File: src/irq_mgr_defs.vh
`ifndef IRQ_MGR_DEFS_VH
`define IRQ_MGR_DEFS_VH

// Register port geometry
`define ADDR_W            8
`define DATA_W            8
`define GROUP_CNT         10

// Group indices, also the order of the packed group buses
`define GRP_GENERAL       0
`define GRP_THERMAL       1
`define GRP_BUCK_SET      2
`define GRP_BUCK_ILIM     3
`define GRP_LIN_ILIM      4
`define GRP_BUCK_UV       5
`define GRP_BUCK_OV       6
`define GRP_LIN_UV        7
`define GRP_LIN_OV        8
`define GRP_PWR_BTN       9

// Register offsets: each group owns latch, mask, sense in that order
`define OFS_SUMMARY_FLAGS 8'h00
`define OFS_GROUP_BASE    8'h01
`define OFS_GROUP_STRIDE  8'h03
`define OFS_MASK_DELTA    8'h01
`define OFS_SENSE_DELTA   8'h02

// Implemented latch and mask bits per group
`define VLD_GENERAL       8'hff
`define VLD_THERMAL       8'hff
`define VLD_BUCK          8'h73
`define VLD_LINEAR        8'h07
`define VLD_PWR_BTN       8'hff

// Implemented live sense bits per group
`define SNS_GENERAL       8'h07
`define SNS_THERMAL       8'hff
`define SNS_NONE          8'h00
`define SNS_BUCK          8'h73
`define SNS_LINEAR        8'h07
`define SNS_PWR_BTN       8'h81

// Reset values
`define RST_LATCH         8'h00
`define RST_MASK          8'hff
`define RST_RDATA         8'h00

// Summary flag positions
`define SUM_GENERAL       0
`define SUM_THERMAL       1
`define SUM_BUCK_SET      2
`define SUM_ILIM          3
`define SUM_UV            4
`define SUM_OV            5
`define SUM_PWR_BTN       6
`define SUM_EARLY_WARN    7

`endif

File: src/event_latch_group.v
`timescale 1ns/1ns
`include "irq_mgr_defs.vh"

module event_latch_group #(
	parameter [7:0] VALID    = 8'hff,
	parameter [7:0] MASK_RST = 8'hff
) (
	input  wire       core_clk_i,   // Core clock
	input  wire       sys_rst_i,    // Async reset, active high
	input  wire       ce_i,         // Clock enable
	input  wire [7:0] evt_i,        // Event pulses, one bit per latch
	input  wire       latch_we_i,   // Write strobe to latch register
	input  wire       mask_we_i,    // Write strobe to mask register
	input  wire [7:0] wdata_i,      // Write data
	output reg  [7:0] latch_q_o,    // Latched events
	output reg  [7:0] mask_q_o,     // Mask bits
	output wire       pending_o     // Any unmasked latch set
);

	reg [7:0] latch_d;
	reg [7:0] mask_d;

	// Clear by one, event set wins so a coincident event is never lost
	always @*
	begin
		latch_d = latch_q_o;
		if (latch_we_i)
			latch_d = latch_q_o & ~wdata_i;
		latch_d = (latch_d | evt_i) & VALID;
		mask_d = mask_q_o;
		if (mask_we_i)
			mask_d = (wdata_i & VALID) | ~VALID;            // Unused bits stay masked
	end

	// State, frozen while clock enable is low
	always @(posedge core_clk_i or posedge sys_rst_i)
	begin
		if (sys_rst_i)
		begin
			latch_q_o <= `RST_LATCH;
			mask_q_o  <= MASK_RST;
		end
		else if (ce_i)
		begin
			latch_q_o <= latch_d;
			mask_q_o  <= mask_d;
		end
	end

	// Masked latches still record, they just stay off the pin
	assign pending_o = |(latch_q_o & ~mask_q_o);

endmodule

File: src/pmic_irq_manager.v
// Overview of operation
// - Latch sets on event, clears on one-write
// - Masked latch never affects interrupt output
// - Unmasked set latch holds interrupt low
// - Sense read returns live source state
// - Interrupt is OR of unmasked latches and early warning
// - Summary bit set by unmasked group latch
// - Summary bit clears itself with latches
// - Interrupt held while any summary bit set
// - Summary bits 0,1,2,6 map single groups
// - Bits 3,4,5 merge buck and linear groups
// - Bit 7 follows early shutdown warning
`timescale 1ns/1ns
`include "irq_mgr_defs.vh"

module pmic_irq_manager (
	input  wire                core_clk_i,          // 125 MHz core clock
	input  wire                sys_rst_i,           // Async reset, active high
	input  wire                ce_i,                // Clock enable, freezes state when low
	input  wire [`ADDR_W-1:0]  reg_addr_i,          // Register address
	input  wire                reg_wr_i,            // Register write strobe
	input  wire                reg_rd_i,            // Register read strobe
	input  wire [`DATA_W-1:0]  reg_wdata_i,         // Register write data
	output reg  [`DATA_W-1:0]  reg_rdata_o,         // Register read data
	input  wire [7:0]          general_evt_i,       // General status event pulses
	input  wire [7:0]          thermal_evt_i,       // Thermal and watchdog event pulses
	input  wire [7:0]          buck_set_evt_i,      // Buck setting change pulses
	input  wire [7:0]          buck_ilim_evt_i,     // Buck current limit pulses
	input  wire [7:0]          lin_ilim_evt_i,      // Linear current limit pulses
	input  wire [7:0]          buck_uv_evt_i,       // Buck undervoltage pulses
	input  wire [7:0]          buck_ov_evt_i,       // Buck overvoltage pulses
	input  wire [7:0]          lin_uv_evt_i,        // Linear undervoltage pulses
	input  wire [7:0]          lin_ov_evt_i,        // Linear overvoltage pulses
	input  wire [7:0]          pwr_btn_evt_i,       // Power button event pulses
	input  wire [7:0]          general_sense_i,     // General live levels, async
	input  wire [7:0]          thermal_sense_i,     // Thermal live levels, async
	input  wire [7:0]          buck_ilim_sense_i,   // Buck current limit levels, async
	input  wire [7:0]          lin_ilim_sense_i,    // Linear current limit levels, async
	input  wire [7:0]          buck_uv_sense_i,     // Buck undervoltage levels, async
	input  wire [7:0]          buck_ov_sense_i,     // Buck overvoltage levels, async
	input  wire [7:0]          lin_uv_sense_i,      // Linear undervoltage levels, async
	input  wire [7:0]          lin_ov_sense_i,      // Linear overvoltage levels, async
	input  wire [7:0]          pwr_btn_sense_i,     // Power button live levels, async
	input  wire                early_warn_i,        // Early shutdown warning level
	output reg                 irq_out_n_o,         // Interrupt to host, active low
	output reg  [7:0]          summary_register_o   // Summary flags, registered copy
);

	localparam NG = `GROUP_CNT;

	// Implemented latch bits of a group
	function [7:0] grp_valid;
		input integer g;
		begin
			case (g)
				`GRP_GENERAL:  grp_valid = `VLD_GENERAL;
				`GRP_THERMAL:  grp_valid = `VLD_THERMAL;
				`GRP_BUCK_SET,
				`GRP_BUCK_ILIM,
				`GRP_BUCK_UV,
				`GRP_BUCK_OV:  grp_valid = `VLD_BUCK;
				`GRP_PWR_BTN:  grp_valid = `VLD_PWR_BTN;
				default:       grp_valid = `VLD_LINEAR;
			endcase
		end
	endfunction

	// Implemented sense bits of a group; none for buck setting change
	function [7:0] grp_sense_valid;
		input integer g;
		begin
			case (g)
				`GRP_GENERAL:  grp_sense_valid = `SNS_GENERAL;
				`GRP_THERMAL:  grp_sense_valid = `SNS_THERMAL;
				`GRP_BUCK_SET: grp_sense_valid = `SNS_NONE;
				`GRP_BUCK_ILIM,
				`GRP_BUCK_UV,
				`GRP_BUCK_OV:  grp_sense_valid = `SNS_BUCK;
				`GRP_PWR_BTN:  grp_sense_valid = `SNS_PWR_BTN;
				default:       grp_sense_valid = `SNS_LINEAR;
			endcase
		end
	endfunction

	// Address of a group's latch register
	function [7:0] grp_base;
		input integer g;
		begin
			grp_base = `OFS_GROUP_BASE + g[7:0] * `OFS_GROUP_STRIDE;
		end
	endfunction

	// Packed group buses, group g occupies bits [8g+7:8g]
	wire [8*NG-1:0] sense_raw;
	wire [8*NG-1:0] latch_all;
	wire [8*NG-1:0] mask_all;
	wire [NG-1:0]   pend_all;

	// Buck setting change has no sense register, its slot reads zero
	assign sense_raw = {pwr_btn_sense_i, lin_ov_sense_i, lin_uv_sense_i,
		buck_ov_sense_i, buck_uv_sense_i, lin_ilim_sense_i, buck_ilim_sense_i,
		8'h00, thermal_sense_i, general_sense_i};

	// Two-flop synchroniser for the asynchronous live levels
	reg [8*NG-1:0] sense_meta_q;
	reg [8*NG-1:0] sense_sync_q;

	always @(posedge core_clk_i or posedge sys_rst_i)
	begin
		if (sys_rst_i)
		begin
			sense_meta_q <= {(8*NG){1'b0}};
			sense_sync_q <= {(8*NG){1'b0}};
		end
		else if (ce_i)
		begin
			sense_meta_q <= sense_raw;
			sense_sync_q <= sense_meta_q;
		end
	end

	// Write strobes stay combinational so a write lands on the edge it is taken
	wire [NG-1:0] lat_we;
	wire [NG-1:0] msk_we;
	genvar gi;
	generate
		for (gi = 0; gi < NG; gi = gi + 1)
		begin : g_dec
			assign lat_we[gi] = reg_wr_i && (reg_addr_i == grp_base(gi));
			assign msk_we[gi] = reg_wr_i && (reg_addr_i == grp_base(gi) + `OFS_MASK_DELTA);
		end
	endgenerate

	// General status group, all eight bits implemented
	event_latch_group #(
		.VALID    (`VLD_GENERAL),
		.MASK_RST (`RST_MASK)
	) u_general (
		.core_clk_i (core_clk_i),
		.sys_rst_i  (sys_rst_i),
		.ce_i       (ce_i),
		.evt_i      (general_evt_i),
		.latch_we_i (lat_we[`GRP_GENERAL]),
		.mask_we_i  (msk_we[`GRP_GENERAL]),
		.wdata_i    (reg_wdata_i),
		.latch_q_o  (latch_all[8*`GRP_GENERAL +: 8]),
		.mask_q_o   (mask_all[8*`GRP_GENERAL +: 8]),
		.pending_o  (pend_all[`GRP_GENERAL])
	);

	// Thermal and watchdog group, reported as the second general flag
	event_latch_group #(
		.VALID    (`VLD_THERMAL),
		.MASK_RST (`RST_MASK)
	) u_thermal (
		.core_clk_i (core_clk_i),
		.sys_rst_i  (sys_rst_i),
		.ce_i       (ce_i),
		.evt_i      (thermal_evt_i),
		.latch_we_i (lat_we[`GRP_THERMAL]),
		.mask_we_i  (msk_we[`GRP_THERMAL]),
		.wdata_i    (reg_wdata_i),
		.latch_q_o  (latch_all[8*`GRP_THERMAL +: 8]),
		.mask_q_o   (mask_all[8*`GRP_THERMAL +: 8]),
		.pending_o  (pend_all[`GRP_THERMAL])
	);

	// Buck setting change group, no live levels behind it
	event_latch_group #(
		.VALID    (`VLD_BUCK),
		.MASK_RST (`RST_MASK)
	) u_buck_set (
		.core_clk_i (core_clk_i),
		.sys_rst_i  (sys_rst_i),
		.ce_i       (ce_i),
		.evt_i      (buck_set_evt_i),
		.latch_we_i (lat_we[`GRP_BUCK_SET]),
		.mask_we_i  (msk_we[`GRP_BUCK_SET]),
		.wdata_i    (reg_wdata_i),
		.latch_q_o  (latch_all[8*`GRP_BUCK_SET +: 8]),
		.mask_q_o   (mask_all[8*`GRP_BUCK_SET +: 8]),
		.pending_o  (pend_all[`GRP_BUCK_SET])
	);

	// Buck current limit group, shares its flag with the linear one
	event_latch_group #(
		.VALID    (`VLD_BUCK),
		.MASK_RST (`RST_MASK)
	) u_buck_ilim (
		.core_clk_i (core_clk_i),
		.sys_rst_i  (sys_rst_i),
		.ce_i       (ce_i),
		.evt_i      (buck_ilim_evt_i),
		.latch_we_i (lat_we[`GRP_BUCK_ILIM]),
		.mask_we_i  (msk_we[`GRP_BUCK_ILIM]),
		.wdata_i    (reg_wdata_i),
		.latch_q_o  (latch_all[8*`GRP_BUCK_ILIM +: 8]),
		.mask_q_o   (mask_all[8*`GRP_BUCK_ILIM +: 8]),
		.pending_o  (pend_all[`GRP_BUCK_ILIM])
	);

	// Linear current limit group, three regulators only
	event_latch_group #(
		.VALID    (`VLD_LINEAR),
		.MASK_RST (`RST_MASK)
	) u_lin_ilim (
		.core_clk_i (core_clk_i),
		.sys_rst_i  (sys_rst_i),
		.ce_i       (ce_i),
		.evt_i      (lin_ilim_evt_i),
		.latch_we_i (lat_we[`GRP_LIN_ILIM]),
		.mask_we_i  (msk_we[`GRP_LIN_ILIM]),
		.wdata_i    (reg_wdata_i),
		.latch_q_o  (latch_all[8*`GRP_LIN_ILIM +: 8]),
		.mask_q_o   (mask_all[8*`GRP_LIN_ILIM +: 8]),
		.pending_o  (pend_all[`GRP_LIN_ILIM])
	);

	// Buck undervoltage group
	event_latch_group #(
		.VALID    (`VLD_BUCK),
		.MASK_RST (`RST_MASK)
	) u_buck_uv (
		.core_clk_i (core_clk_i),
		.sys_rst_i  (sys_rst_i),
		.ce_i       (ce_i),
		.evt_i      (buck_uv_evt_i),
		.latch_we_i (lat_we[`GRP_BUCK_UV]),
		.mask_we_i  (msk_we[`GRP_BUCK_UV]),
		.wdata_i    (reg_wdata_i),
		.latch_q_o  (latch_all[8*`GRP_BUCK_UV +: 8]),
		.mask_q_o   (mask_all[8*`GRP_BUCK_UV +: 8]),
		.pending_o  (pend_all[`GRP_BUCK_UV])
	);

	// Buck overvoltage group
	event_latch_group #(
		.VALID    (`VLD_BUCK),
		.MASK_RST (`RST_MASK)
	) u_buck_ov (
		.core_clk_i (core_clk_i),
		.sys_rst_i  (sys_rst_i),
		.ce_i       (ce_i),
		.evt_i      (buck_ov_evt_i),
		.latch_we_i (lat_we[`GRP_BUCK_OV]),
		.mask_we_i  (msk_we[`GRP_BUCK_OV]),
		.wdata_i    (reg_wdata_i),
		.latch_q_o  (latch_all[8*`GRP_BUCK_OV +: 8]),
		.mask_q_o   (mask_all[8*`GRP_BUCK_OV +: 8]),
		.pending_o  (pend_all[`GRP_BUCK_OV])
	);

	// Linear undervoltage group
	event_latch_group #(
		.VALID    (`VLD_LINEAR),
		.MASK_RST (`RST_MASK)
	) u_lin_uv (
		.core_clk_i (core_clk_i),
		.sys_rst_i  (sys_rst_i),
		.ce_i       (ce_i),
		.evt_i      (lin_uv_evt_i),
		.latch_we_i (lat_we[`GRP_LIN_UV]),
		.mask_we_i  (msk_we[`GRP_LIN_UV]),
		.wdata_i    (reg_wdata_i),
		.latch_q_o  (latch_all[8*`GRP_LIN_UV +: 8]),
		.mask_q_o   (mask_all[8*`GRP_LIN_UV +: 8]),
		.pending_o  (pend_all[`GRP_LIN_UV])
	);

	// Linear overvoltage group
	event_latch_group #(
		.VALID    (`VLD_LINEAR),
		.MASK_RST (`RST_MASK)
	) u_lin_ov (
		.core_clk_i (core_clk_i),
		.sys_rst_i  (sys_rst_i),
		.ce_i       (ce_i),
		.evt_i      (lin_ov_evt_i),
		.latch_we_i (lat_we[`GRP_LIN_OV]),
		.mask_we_i  (msk_we[`GRP_LIN_OV]),
		.wdata_i    (reg_wdata_i),
		.latch_q_o  (latch_all[8*`GRP_LIN_OV +: 8]),
		.mask_q_o   (mask_all[8*`GRP_LIN_OV +: 8]),
		.pending_o  (pend_all[`GRP_LIN_OV])
	);

	// Power button group, fed by the debounced button events
	event_latch_group #(
		.VALID    (`VLD_PWR_BTN),
		.MASK_RST (`RST_MASK)
	) u_pwr_btn (
		.core_clk_i (core_clk_i),
		.sys_rst_i  (sys_rst_i),
		.ce_i       (ce_i),
		.evt_i      (pwr_btn_evt_i),
		.latch_we_i (lat_we[`GRP_PWR_BTN]),
		.mask_we_i  (msk_we[`GRP_PWR_BTN]),
		.wdata_i    (reg_wdata_i),
		.latch_q_o  (latch_all[8*`GRP_PWR_BTN +: 8]),
		.mask_q_o   (mask_all[8*`GRP_PWR_BTN +: 8]),
		.pending_o  (pend_all[`GRP_PWR_BTN])
	);

	// First level flags follow the groups live, so clearing the
	// second level drops them with no write to the summary
	wire [7:0] summary_d;

	assign summary_d[`SUM_GENERAL]    = pend_all[`GRP_GENERAL];
	assign summary_d[`SUM_THERMAL]    = pend_all[`GRP_THERMAL];
	assign summary_d[`SUM_BUCK_SET]   = pend_all[`GRP_BUCK_SET];
	assign summary_d[`SUM_ILIM]       = pend_all[`GRP_BUCK_ILIM] | pend_all[`GRP_LIN_ILIM];
	assign summary_d[`SUM_UV]         = pend_all[`GRP_BUCK_UV] | pend_all[`GRP_LIN_UV];
	assign summary_d[`SUM_OV]         = pend_all[`GRP_BUCK_OV] | pend_all[`GRP_LIN_OV];
	assign summary_d[`SUM_PWR_BTN]    = pend_all[`GRP_PWR_BTN];
	assign summary_d[`SUM_EARLY_WARN] = early_warn_i;

	// Register read mux; unmapped or absent bits read zero
	reg [7:0] rdata_d;
	integer   g;

	always @*
	begin
		rdata_d = `RST_RDATA;
		if (reg_addr_i == `OFS_SUMMARY_FLAGS)
			rdata_d = summary_d;
		for (g = 0; g < NG; g = g + 1)
		begin
			if (reg_addr_i == grp_base(g))
				rdata_d = latch_all[8*g +: 8];
			if (reg_addr_i == grp_base(g) + `OFS_MASK_DELTA)
				rdata_d = mask_all[8*g +: 8] & grp_valid(g);
			if (reg_addr_i == grp_base(g) + `OFS_SENSE_DELTA)
				rdata_d = sense_sync_q[8*g +: 8] & grp_sense_valid(g);
		end
	end

	// Output flops; reads have no side effect on any latch
	always @(posedge core_clk_i or posedge sys_rst_i)
	begin
		if (sys_rst_i)
		begin
			reg_rdata_o        <= `RST_RDATA;
			irq_out_n_o        <= 1'b1;
			summary_register_o <= 8'h00;
		end
		else if (ce_i)
		begin
			if (reg_rd_i)
				reg_rdata_o <= rdata_d;
			summary_register_o <= summary_d;
			irq_out_n_o        <= ~(|summary_d);
		end
	end

	// Writes to summary and sense offsets decode to no strobe at all,
	// so they fall through harmlessly

endmodule
File: config.mk
export PLATFORM = sky130hd
export DESIGN_NAME = pmic_irq_manager
export DESIGN_NICKNAME = d
export VERILOG_FILES = /design/src/event_latch_group.v /design/src/pmic_irq_manager.v
export VERILOG_INCLUDE_DIRS = /design/src /design/src/src
export SDC_FILE = /design/constraint.sdc
export NUM_CORES = 1
export LEC_CHECK = 0
export ABC_AREA = 1
export BUFFER_PORTS_ARGS = -buffer_cell sky130_fd_sc_hd__buf_4
export CAP_MARGIN = 30
export CELL_PAD_IN_SITES_DETAIL_PLACEMENT = 1
export CELL_PAD_IN_SITES_GLOBAL_PLACEMENT = 1
export CORE_UTILIZATION = 43
export CTS_BUF_LIST = sky130_fd_sc_hd__clkbuf_16
export CTS_CLUSTER_DIAMETER = 60
export CTS_CLUSTER_SIZE = 25
export DETAILED_ROUTE_END_ITERATION = 10
export GPL_TIMING_DRIVEN = 0
export PLACE_DENSITY_LB_ADDON = 0.1
export SETUP_SLACK_MARGIN = 0.1
export SLEW_MARGIN = 10
export SYNTH_ARGS = -nofsm -noshare
export SYNTH_HDL_FRONTEND = slang
export SYNTH_SLANG_ARGS = --single-unit
File: constraint.sdc
create_clock -name core_clk_i -period 10.8 [get_ports core_clk_i]
set_clock_uncertainty 0.2 [all_clocks]
set_input_delay 0 -clock core_clk_i [delete_from_list [all_inputs] [get_ports core_clk_i]]
set_output_delay 0 -clock core_clk_i [all_outputs]
set_load 0.005 [all_outputs]
==> flow_summary.toml, run 1 <==
[die]
rows = 53
dieHeight_um = 150
io-pin-count = 191
core_area_um2 = 21200
die_area_um2 = 22400
start_util_pct = 44.3
die_w_um = 150

[worst_setup_path]
crit_path_max_incr_delay_ps = 930
reg2reg_depth = 21
slowest_stage = "nor4_1"
worstReg2RegEnd = "reg_rdata_o[5]"
cpLargestDelayFamily = "simple AND/OR/NAND/NOR gates"
cp-start-kind = "flop"
crit_type = "reg -> reg"
endpoint = "reg_rdata_o[5]"
end_kind = "flop"
critPathLaunch = "u_lin_ov.mask_q_o[2]"
crit_top_cell = "nand2_1"
required_ps = 10940
timing.rr.start = "u_lin_ov.mask_q_o[2]"
path_cells = "inv_1 > nand2_1 > nand3_1 > nor4_1 > o21ai_0 > a21oi_1 > o2111ai_1 > o21ai_0 > nand2_1 > o21ai_0 > nand3_1 > nand2_1 > nand2_1 > nand2_1 > nand2_1 > nand2_1 > nand2_1 > nand2_1 > nand2_1 > nand2_1 > nand2_1"
cp_num_cells = 21
rrSetupSlack_ps = 7110
cp_max_fo = 3
path_buf_inv = 1
crit_arrival_ps = 3830

[global_routing]
grtUsageMet3_pct = 6.65
grt_pass1_wl_mm = 58.7
antenna_found_initial = 0
grtUsageMet2_pct = 58.9
gr-usage-all-layers_pct = 35.7
grt_overflow = 0
grt_max_degree = 115
use_met1_pct = 47.4
top_usage_layer = "met2"
grt_pass1_vias = 10400

[cts]
cts_buffers = 17
clk_pin_slew_ps = 80
cts_buffer_depth = 2
root_buffer = "clkbuf_16"
cts_setup_buffers = 0
cts.htree.levels = 4
post_cts_resized = 0
clock_latency_ps = 460
cts.sinks = 197
cts_hold_buf = 126
cts_tree = "done"

[timing]
slew_headroom_pct = 25.7
setup_tns_ps = 0
rsz0062_at_grt = "false"
setup_viol = 0
final_max_slew_viol_count = 0
fmax_mhz = 271
period_needed_ps = 3690
finalHoldViolCount = 0
period_share_pct = 34.2
worst_pin_slew_ps = 1100
hold_ws_ps = 43.8

[placed_design]
globalplace.congestion = 0.936
dp_hpwl_mm = 25.2
post-place-cells = 1629
io_buffers = 128
dpl-instance-area_um2 = 10700

[power]
vdd_ir_drop_max_mv = 0.0866
pwr_density_cell_nw_per_um2 = 132
pwr-share-comb_pct = 12.1
switchingPower_uw = 492
p_clk_share_pct = 39.8
swShare_pct = 29.5
p_seq_share_pct = 48.1
p_int_uw = 1180
p_leak_uw = 0.00575

[run_status]
outcome = "finished, final reports clean"

[yosys]
ys_seq_elements = 197
yosys-top-cells-area = "dfrtp_1 38%, nand2_1 21%, dfstp_2 15%"
syn-num-nets = 1398
postSynthAreaPerCell_um2 = 7.67
yosysWarnings = 0
async_flop_share_pct = 100
netlist_area_um2 = 9390
yosys.area.top_type_share_pct = 38.1
yosysTopAreaCell = "dfrtp_1"
synthDistinctLibCells = 39
netlist_instances = 1224
synth_edf_count = 0
yosysSeqAreaShare_pct = 53.2
synth-main-ff-cell = "dfrtp_1"

[final_layout]
final_cell_mix = "526 x nand2_1, 162 x o21ai_0, 143 x dfrtp_1, 128 x buf_4, 126 x dlygate4sd3_1"
antenna_cells = 0
layout-drive-gt1-share_pct = 15.9
layout_commonest_cell = "nand2_1"
area_growth_pct = 34.2
final_util_pct = 59.4
finalInstanceArea_um2 = 12600
finalNetCount = 1673
layoutNonFillerInstCount = 1787

[min_path]
min_path_cells = 7
hold_path_class = "in -> reg"

[detailed_routing]
remaining_drc_errors = 0
ant_nets = 0
wirelength_mm = 38.3
drtIter0Drc = 844
wl_per_cell_um = 21.4
first_pass_iters = 5
vias_per_cell = 5.48
vias = 9801

[flow_run]
drv_cap = 0
==> registers in the layout, indices dropped and copies added, names as in the netlist, 3 cells and up <==
signal	flops
u_pwr_btn.mask_q_o	8
sense_sync_q	37
reg_rdata_o	8
u_buck_set.mask_q_o	5
u_general.latch_q_o	8
u_lin_ov.latch_q_o	3
u_buck_ilim.latch_q_o	5
u_thermal.latch_q_o	8
u_buck_uv.mask_q_o	5
summary_register_o	8
u_pwr_btn.latch_q_o	8
u_lin_uv.mask_q_o	3
u_lin_ilim.latch_q_o	3
u_buck_ilim.mask_q_o	5
u_buck_ov.latch_q_o	5
u_lin_uv.latch_q_o	3
u_lin_ilim.mask_q_o	3
u_buck_uv.latch_q_o	5
u_buck_set.latch_q_o	5
sense_meta_q	37
u_thermal.mask_q_o	8
u_general.mask_q_o	8
u_lin_ov.mask_q_o	3
u_buck_ov.mask_q_o	5
==> per-stage QoR <==
step | setup WS [ps] | power (µW)
2_1_floorplan | 5320 | 882
3_3_place_gp | 2890 | 968
3_5_place_dp | 7230 | 975
4_1_cts | 7210 | 1660
5_1_grt | 6920 | 1720
6_report | 7110 | 1670
==> logic make-up (layout without fill, tap and decap cells) <==
kind of cell           Yosys count  after routing  share of synthesized area (%)
AOI/OAI and AO/OA              231            231                           13.2
buffers and inverters          159            447                           6.38
DFF                            197            197                           53.2
and+or+nand+nor                637            637                           27.3
==> power groups by stage <==
stage | Combinational, µW | Sequential (µW) | Clock [µW]
after floorplan | 76.4 | 805 | 0
after global placement | 154 | 813 | 0
after detailed placement | 161 | 814 | 0
after CTS | 195 | 801 | 659
after global routing | 219 | 806 | 691
final | 202 | 803 | 664
==> worst reg2reg max path: stages, from the launching register on <==
cell       delay, ps
dfstp_2          580
inv_1             50
nand2_1           50
nand3_1           80
nor4_1           930
o21ai_0          160
a21oi_1          200
o2111ai_1        160
o21ai_0          110
nand2_1           60
o21ai_0          120
nand3_1          170
nand2_1           90
nand2_1           50
nand2_1           90
nand2_1           60
nand2_1           50
nand2_1          110
nand2_1           90
nand2_1           50
nand2_1           70
nand2_1           60
==> how the worst min path moves through the flow <==
| stage | endpoint | startpoint |
|---|---|---|
| after floorplan | sense_meta_q[0] | general_sense_i[0] |
| after CTS | u_lin_ov.latch_q_o[0] | reg_addr_i[5] |
| after global routing | u_lin_ov.latch_q_o[2] | reg_addr_i[5] |
| final | u_lin_ov.latch_q_o[0] | reg_addr_i[5] |
| after global placement | sense_meta_q[2] | general_sense_i[2] |
| after detailed placement | sense_meta_q[11] | sys_rst_i |
==> cell usage after synthesis (6+ instances only) <==
cell type / instances
nand4_1: 13
dfstp_2: 54
inv_1: 118
clkbuf_1: 27
nor2_1: 54
a21oi_1: 31
o21ai_1: 8
nor2_2: 6
dfrtp_1: 143
o21ai_0: 162
inv_2: 7
o22ai_1: 6
nand2_1: 526
nand3_1: 17
==> layout make-up <==
| type | count | area (µm²) |
|---|---|---|
| Multi-Input combinational cell | 868 | 3800 |
| Clock inverter | 15 | 176 |
| Timing Repair Buffer | 256 | 2250 |
| Fill cell | 2616 | 8620 |
| Tap cell | 275 | 344 |
| Sequential cell | 197 | 5000 |
| Clock buffer | 17 | 425 |
| Inverter | 129 | 494 |
| Buffer | 30 | 113 |
==> metal layers <==
metal,part of all wire (%),wire [µm]
met1,42,16200
met5,0,0
met2,48,18500
met4,2.8,1090
met3,6.5,2490
Note: power is estimated with default switching activity, not from simulation.
==> run 2: changes to the inputs <==
- CORE_UTILIZATION: 43 -> 36
- clock period: 10.8 -> 3.3 ns (I/O delays scaled with it)
==> flow_summary.toml, run 2 (synthesis results as in run 1) <==
[run_status]
outcome = "finished, final reports clean"

[timing]
setup_viol = 0
finalHoldViolCount = 0
rsz0062_at_grt = "true"
period_share_pct = 94.6
worst_slack_ps = 177
fmax_mhz = 320
final_max_slew_viol_count = 0
slew_headroom_pct = 31.5
period_needed_ps = 3120
worst_pin_slew_ps = 1030

[worst_setup_path]
slowest_stage = "dfstp_2"
cp-start-kind = "flop"
crit_top_cell = "nand2_1"
path_cells = "o22ai_1 > nor4_4 > o21ai_0 > a21oi_1 > o2111ai_1 > o21ai_0 > nand2_1 > o21ai_0 > nand3_1 > nand2_1 > nand2_1 > nand2_1 > nand2_1 > nand2_1 > nand2_1 > nand2_1 > nand2_1 > nand2_1 > nand2_1"
crit_path_max_incr_delay_ps = 560
end_kind = "flop"
cp_max_fo = 3
path_buf_inv = 0
crit_arrival_ps = 3270
crit_type = "reg -> reg"
cpLargestDelayFamily = "simple AND/OR/NAND/NOR gates"
required_ps = 3440

[detailed_routing]
vias = 9416
remaining_drc_errors = 0
wl_per_cell_um = 19.9
drtIter0Drc = 673
wirelength_mm = 36.9
vias_per_cell = 5.08
ant_nets = 0
first_pass_iters = 5

[die]
die_area_um2 = 26700
start_util_pct = 37.0
io-pin-count = 191
core_area_um2 = 25400
rows = 58
die_w_um = 164
dieHeight_um = 164

[min_path]
hold_path_class = "in -> reg"

[placed_design]
dpl-instance-area_um2 = 10900
dp_hpwl_mm = 26.4
post-place-ws_ps = -275
io_buffers = 128
globalplace.congestion = 0.913

[final_layout]
area_growth_pct = 37.7
antenna_cells = 0
final_cell_mix = "524 x nand2_1, 159 x o21ai_0, 143 x dfrtp_1, 134 x buf_4, 128 x dlygate4sd3_1"
finalInstanceArea_um2 = 12900
fillers = 3089
layout_commonest_cell = "nand2_1"
layout-drive-gt1-share_pct = 18.2
finalNetCount = 1686
top_regs = "sense_meta_q (37), sense_sync_q (37)"

[global_routing]
grt_pass1_vias = 9838
grt_pass1_wl_mm = 56.7
grt_overflow = 0
gr-usage-all-layers_pct = 29.0
grt_max_degree = 35
antenna_found_initial = 1

[power]
swShare_pct = 28.9
switchingPower_uw = 1570
p_leak_uw = 0.00589
p_seq_share_pct = 48.4
vdd_ir_drop_max_mv = 0.349
p_clk_share_pct = 39.3
pwr_density_cell_nw_per_um2 = 419
p_int_uw = 3850
pwr-share-comb_pct = 12.2

[cts]
cts.htree.levels = 4
cts_tree = "done"
root_buffer = "clkbuf_16"
clock_latency_ps = 450
cts_buffers = 17
cts.sinks = 197
cts_buffer_depth = 2
clk_pin_slew_ps = 80

[flow_run]
drv_cap = 0
run 2: timing repair:
item,in CTS,in global routing
pin swaps,2,23
hold buffers,128,0
endpoints found under the setup margin,3,6
hold endpoints to repair,232,0
resized for setup,8,26
setup buffers,1,5
run 2: layout make-up:
class / count / area (µm²) / area share, %
tap: 330 / 413 / 3.19
multi-input combinational: 868 / 3920 / 30.3
buffer: 30 / 113 / 0.870
clock buffer: 17 / 425 / 3.29
timing repair buffer: 269 / 2410 / 18.6
clock inverter: 15 / 163 / 1.26
inverter: 129 / 490 / 3.79
sequential: 197 / 5000 / 38.6
run 2: stage by stage:
step | util (%) | hold slack [ps] | power, µW | TNS (ps) | instances
floorplan | - | -83.4 | 2890 | 0 | 1224
global placement | 42.4 | 2.20 | 3180 | -115640 | 1682
detailed placement | 42.9 | -82.5 | 3210 | -590 | 1689
CTS | 50.5 | 8.01 | 5430 | 0 | 1850
global route | 50.9 | 98.1 | 5610 | 0 | 1855
finish | 50.9 | 31.6 | 5420 | 0 | 1855
run 2: path summary, 6_finish.rpt:
path | slack [ps] | to | start | depth (start not counted)
max in group asynchronous | 750 | u_lin_ov.mask_q_o[2] | sys_rst_i | 9
min | 30 | u_lin_ov.latch_q_o[1] | reg_addr_i[5] | 7
max reg2reg | 180 | reg_rdata_o[5] | u_buck_ov.mask_q_o[4] | 19
max | 180 | reg_rdata_o[5] | u_buck_ov.mask_q_o[4] | 19
min reg2reg | 270 | sense_meta_q[53] | sense_meta_q[53] | 2
min in group asynchronous | 580 | sense_meta_q[11] | sys_rst_i | 4
run 2: power groups by stage:
stage	sequential, µW	combinational [µW]	clock, µW
2_1_floorplan	2640	250	0
4_1_cts	2620	658	2150
3_5_place_dp	2670	543	0
6_report	2630	664	2130
3_3_place_gp	2660	513	0
5_1_grt	2640	734	2240
run 2: worst register-to-register path, delay by kind of cell, from the launching register on:
kind | cells | cell delay, ps
and+or+nand+nor | 13 | 1390
AOI/OAI and AO/OA | 6 | 900
DFF | 1 | 560
run 2: routing by layer:
layer,GRT usage [%],up-vias,wire (µm)
met4,8.71,2,928
met3,4.70,50,1960
met5,0,-,13
li1,-,4472,-
met2,47.5,233,17400
met1,39.2,4659,16700
==> run 3: changes to the inputs <==
==> constraint.sdc (replaced) <==
create_clock -name core_clk_i -period 3.3 [get_ports core_clk_i]
set_clock_uncertainty 0.2 [all_clocks]
set_input_delay 0.495 -clock core_clk_i [delete_from_list [all_inputs] [get_ports core_clk_i]]
set_output_delay 0.495 -clock core_clk_i [all_outputs]
set_load 0.005 [all_outputs]
==> flow_summary.toml, run 3 (synthesis results as in run 1) <==
[global_routing]
grt_max_degree = 35
antenna_found_initial = 0
gr-usage-all-layers_pct = 27.6
grt_overflow = 0
grt_pass1_vias = 9131
grt_pass1_wl_mm = 53.8

[cts]
cts.htree.levels = 4
cts_buffers = 17
clk_pin_slew_ps = 80
cts_buffer_depth = 2
cts_tree = "done"
root_buffer = "clkbuf_16"
clock_latency_ps = 450
cts.sinks = 197

[detailed_routing]
ant_nets = 0
remaining_drc_errors = 0
vias = 8810
vias_per_cell = 5.10
first_pass_iters = 4
wl_per_cell_um = 20.2
wirelength_mm = 34.9
drtIter0Drc = 629

[timing]
worst_pin_slew_ps = 946
worst_slack_ps = 273
period_share_pct = 91.7
fmax_mhz = 330
setup_viol = 0
final_max_slew_viol_count = 0
finalHoldViolCount = 0
rsz0062_at_grt = "true"
slew_headroom_pct = 36.9
hold_ws_ps = 37.5
period_needed_ps = 3030

[die]
rows = 58
die_w_um = 164
start_util_pct = 37.0
die_area_um2 = 26700
io-pin-count = 191
dieHeight_um = 164
core_area_um2 = 25400

[final_layout]
final_util_pct = 45.9
finalNetCount = 1559
fillers = 3158
layout-drive-gt1-share_pct = 19.8
final_cell_mix = "523 x nand2_1, 157 x o21ai_0, 143 x dfrtp_1, 134 x buf_4, 116 x inv_1"
layoutNonFillerInstCount = 1728
layout_commonest_cell = "nand2_1"
area_growth_pct = 24.1
top_regs = "sense_meta_q (37), sense_sync_q (37)"
antenna_cells = 0

[worst_setup_path]
crit_type = "reg -> reg"
cp_max_fo = 3
required_ps = 3450
cp-start-kind = "flop"
crit_arrival_ps = 3170
end_kind = "flop"

[flow_run]
drv_cap = 0

[min_path]
hold_path_class = "in -> reg"

[power]
p_leak_uw = 0.00538
power.total_uw = 5300
pwr_density_cell_nw_per_um2 = 454
vdd_ir_drop_max_mv = 0.349

[placed_design]
post-place-ws_ps = -275
post-place-cells = 1689
dp_hpwl_mm = 26.4
globalplace.congestion = 0.913
io_buffers = 128

[run_status]
outcome = "finished, final reports clean"
-- run 3: layout make-up --
| type | count | area, µm² | area share, % |
|---|---|---|---|
| sequential | 197 | 5000 | 42.9 |
| multi-input combinational | 868 | 3920 | 33.6 |
| timing repair buffer | 142 | 1140 | 9.79 |
| inverter | 129 | 490 | 4.21 |
| clock buffer | 17 | 425 | 3.65 |
| tap | 330 | 413 | 3.54 |
| clock inverter | 15 | 163 | 1.40 |
| buffer | 30 | 113 | 0.966 |
-- run 3: repair_timing --
item / 4_1_cts / 5_1_grt
resized for setup: 8 / 27
buffers inserted: 1 / 5
hold buffers: 1 / 0
pin swaps: 2 / 19
setup endpoints to repair: 3 / 6
hold endpoints to repair: 19 / 0
-- run 3: layer usage --
layer / wire [µm] / up-vias / global-route usage [%] / part of all wire (%)
li1: - / 4211 / - / -
met1: 16500 / 4333 / 38.8 / 47
met2: 15900 / 224 / 43.7 / 46
met3: 1690 / 42 / 4.34 / 4.8
met4: 871 / 0 / 8.21 / 2.5
met5: 0 / - / 0 / 0
-- run 3: power by group --
group          leakage, µW  switching (µW)  internal, µW
Sequential         0.00212            78.5          2550
Combinational      0.00297             345           196
Clock             0.000291            1110          1020
Total              0.00538            1530          3760
-- run 3: critical path, stage by stage (launching register included) --
cell	delay [ps]
dfstp_2	540
inv_1	50
nand2_1	60
nand2_1	80
a211oi_2	290
nand2_1	90
nand2_1	60
o211ai_1	110
a221oi_2	280
o2111ai_2	200
a21oi_2	170
o2111ai_1	120
o21ai_1	140
nand3_1	120
nor2_2	160
nand3_1	110
nand2_2	90
nand2_1	50
-- run 3: through the flow --
stage	instance area (µm²)	TNS [ps]
final	11700	0
after global routing	11700	0
after CTS	11500	0
after detailed placement	10900	-754
after global placement	10800	-203420
after floorplan	9400	0
-- run 3: path summary, 6_finish.rpt --
kind / start / endpoint / slack, ps / cells past startpoint
worst min register to register: sense_meta_q[53] / sense_meta_q[53] / 280 / 2
worst max-delay path: u_pwr_btn.mask_q_o[5] / reg_rdata_o[6] / 270 / 17
worst min-delay path: thermal_sense_i[7] / sense_meta_q[15] / 40 / 3
max in group asynchronous: sys_rst_i / u_lin_ov.mask_q_o[2] / 870 / 8
worst max register to register: u_pwr_btn.mask_q_o[5] / reg_rdata_o[6] / 270 / 17
min in group asynchronous: sys_rst_i / sense_meta_q[11] / 480 / 3
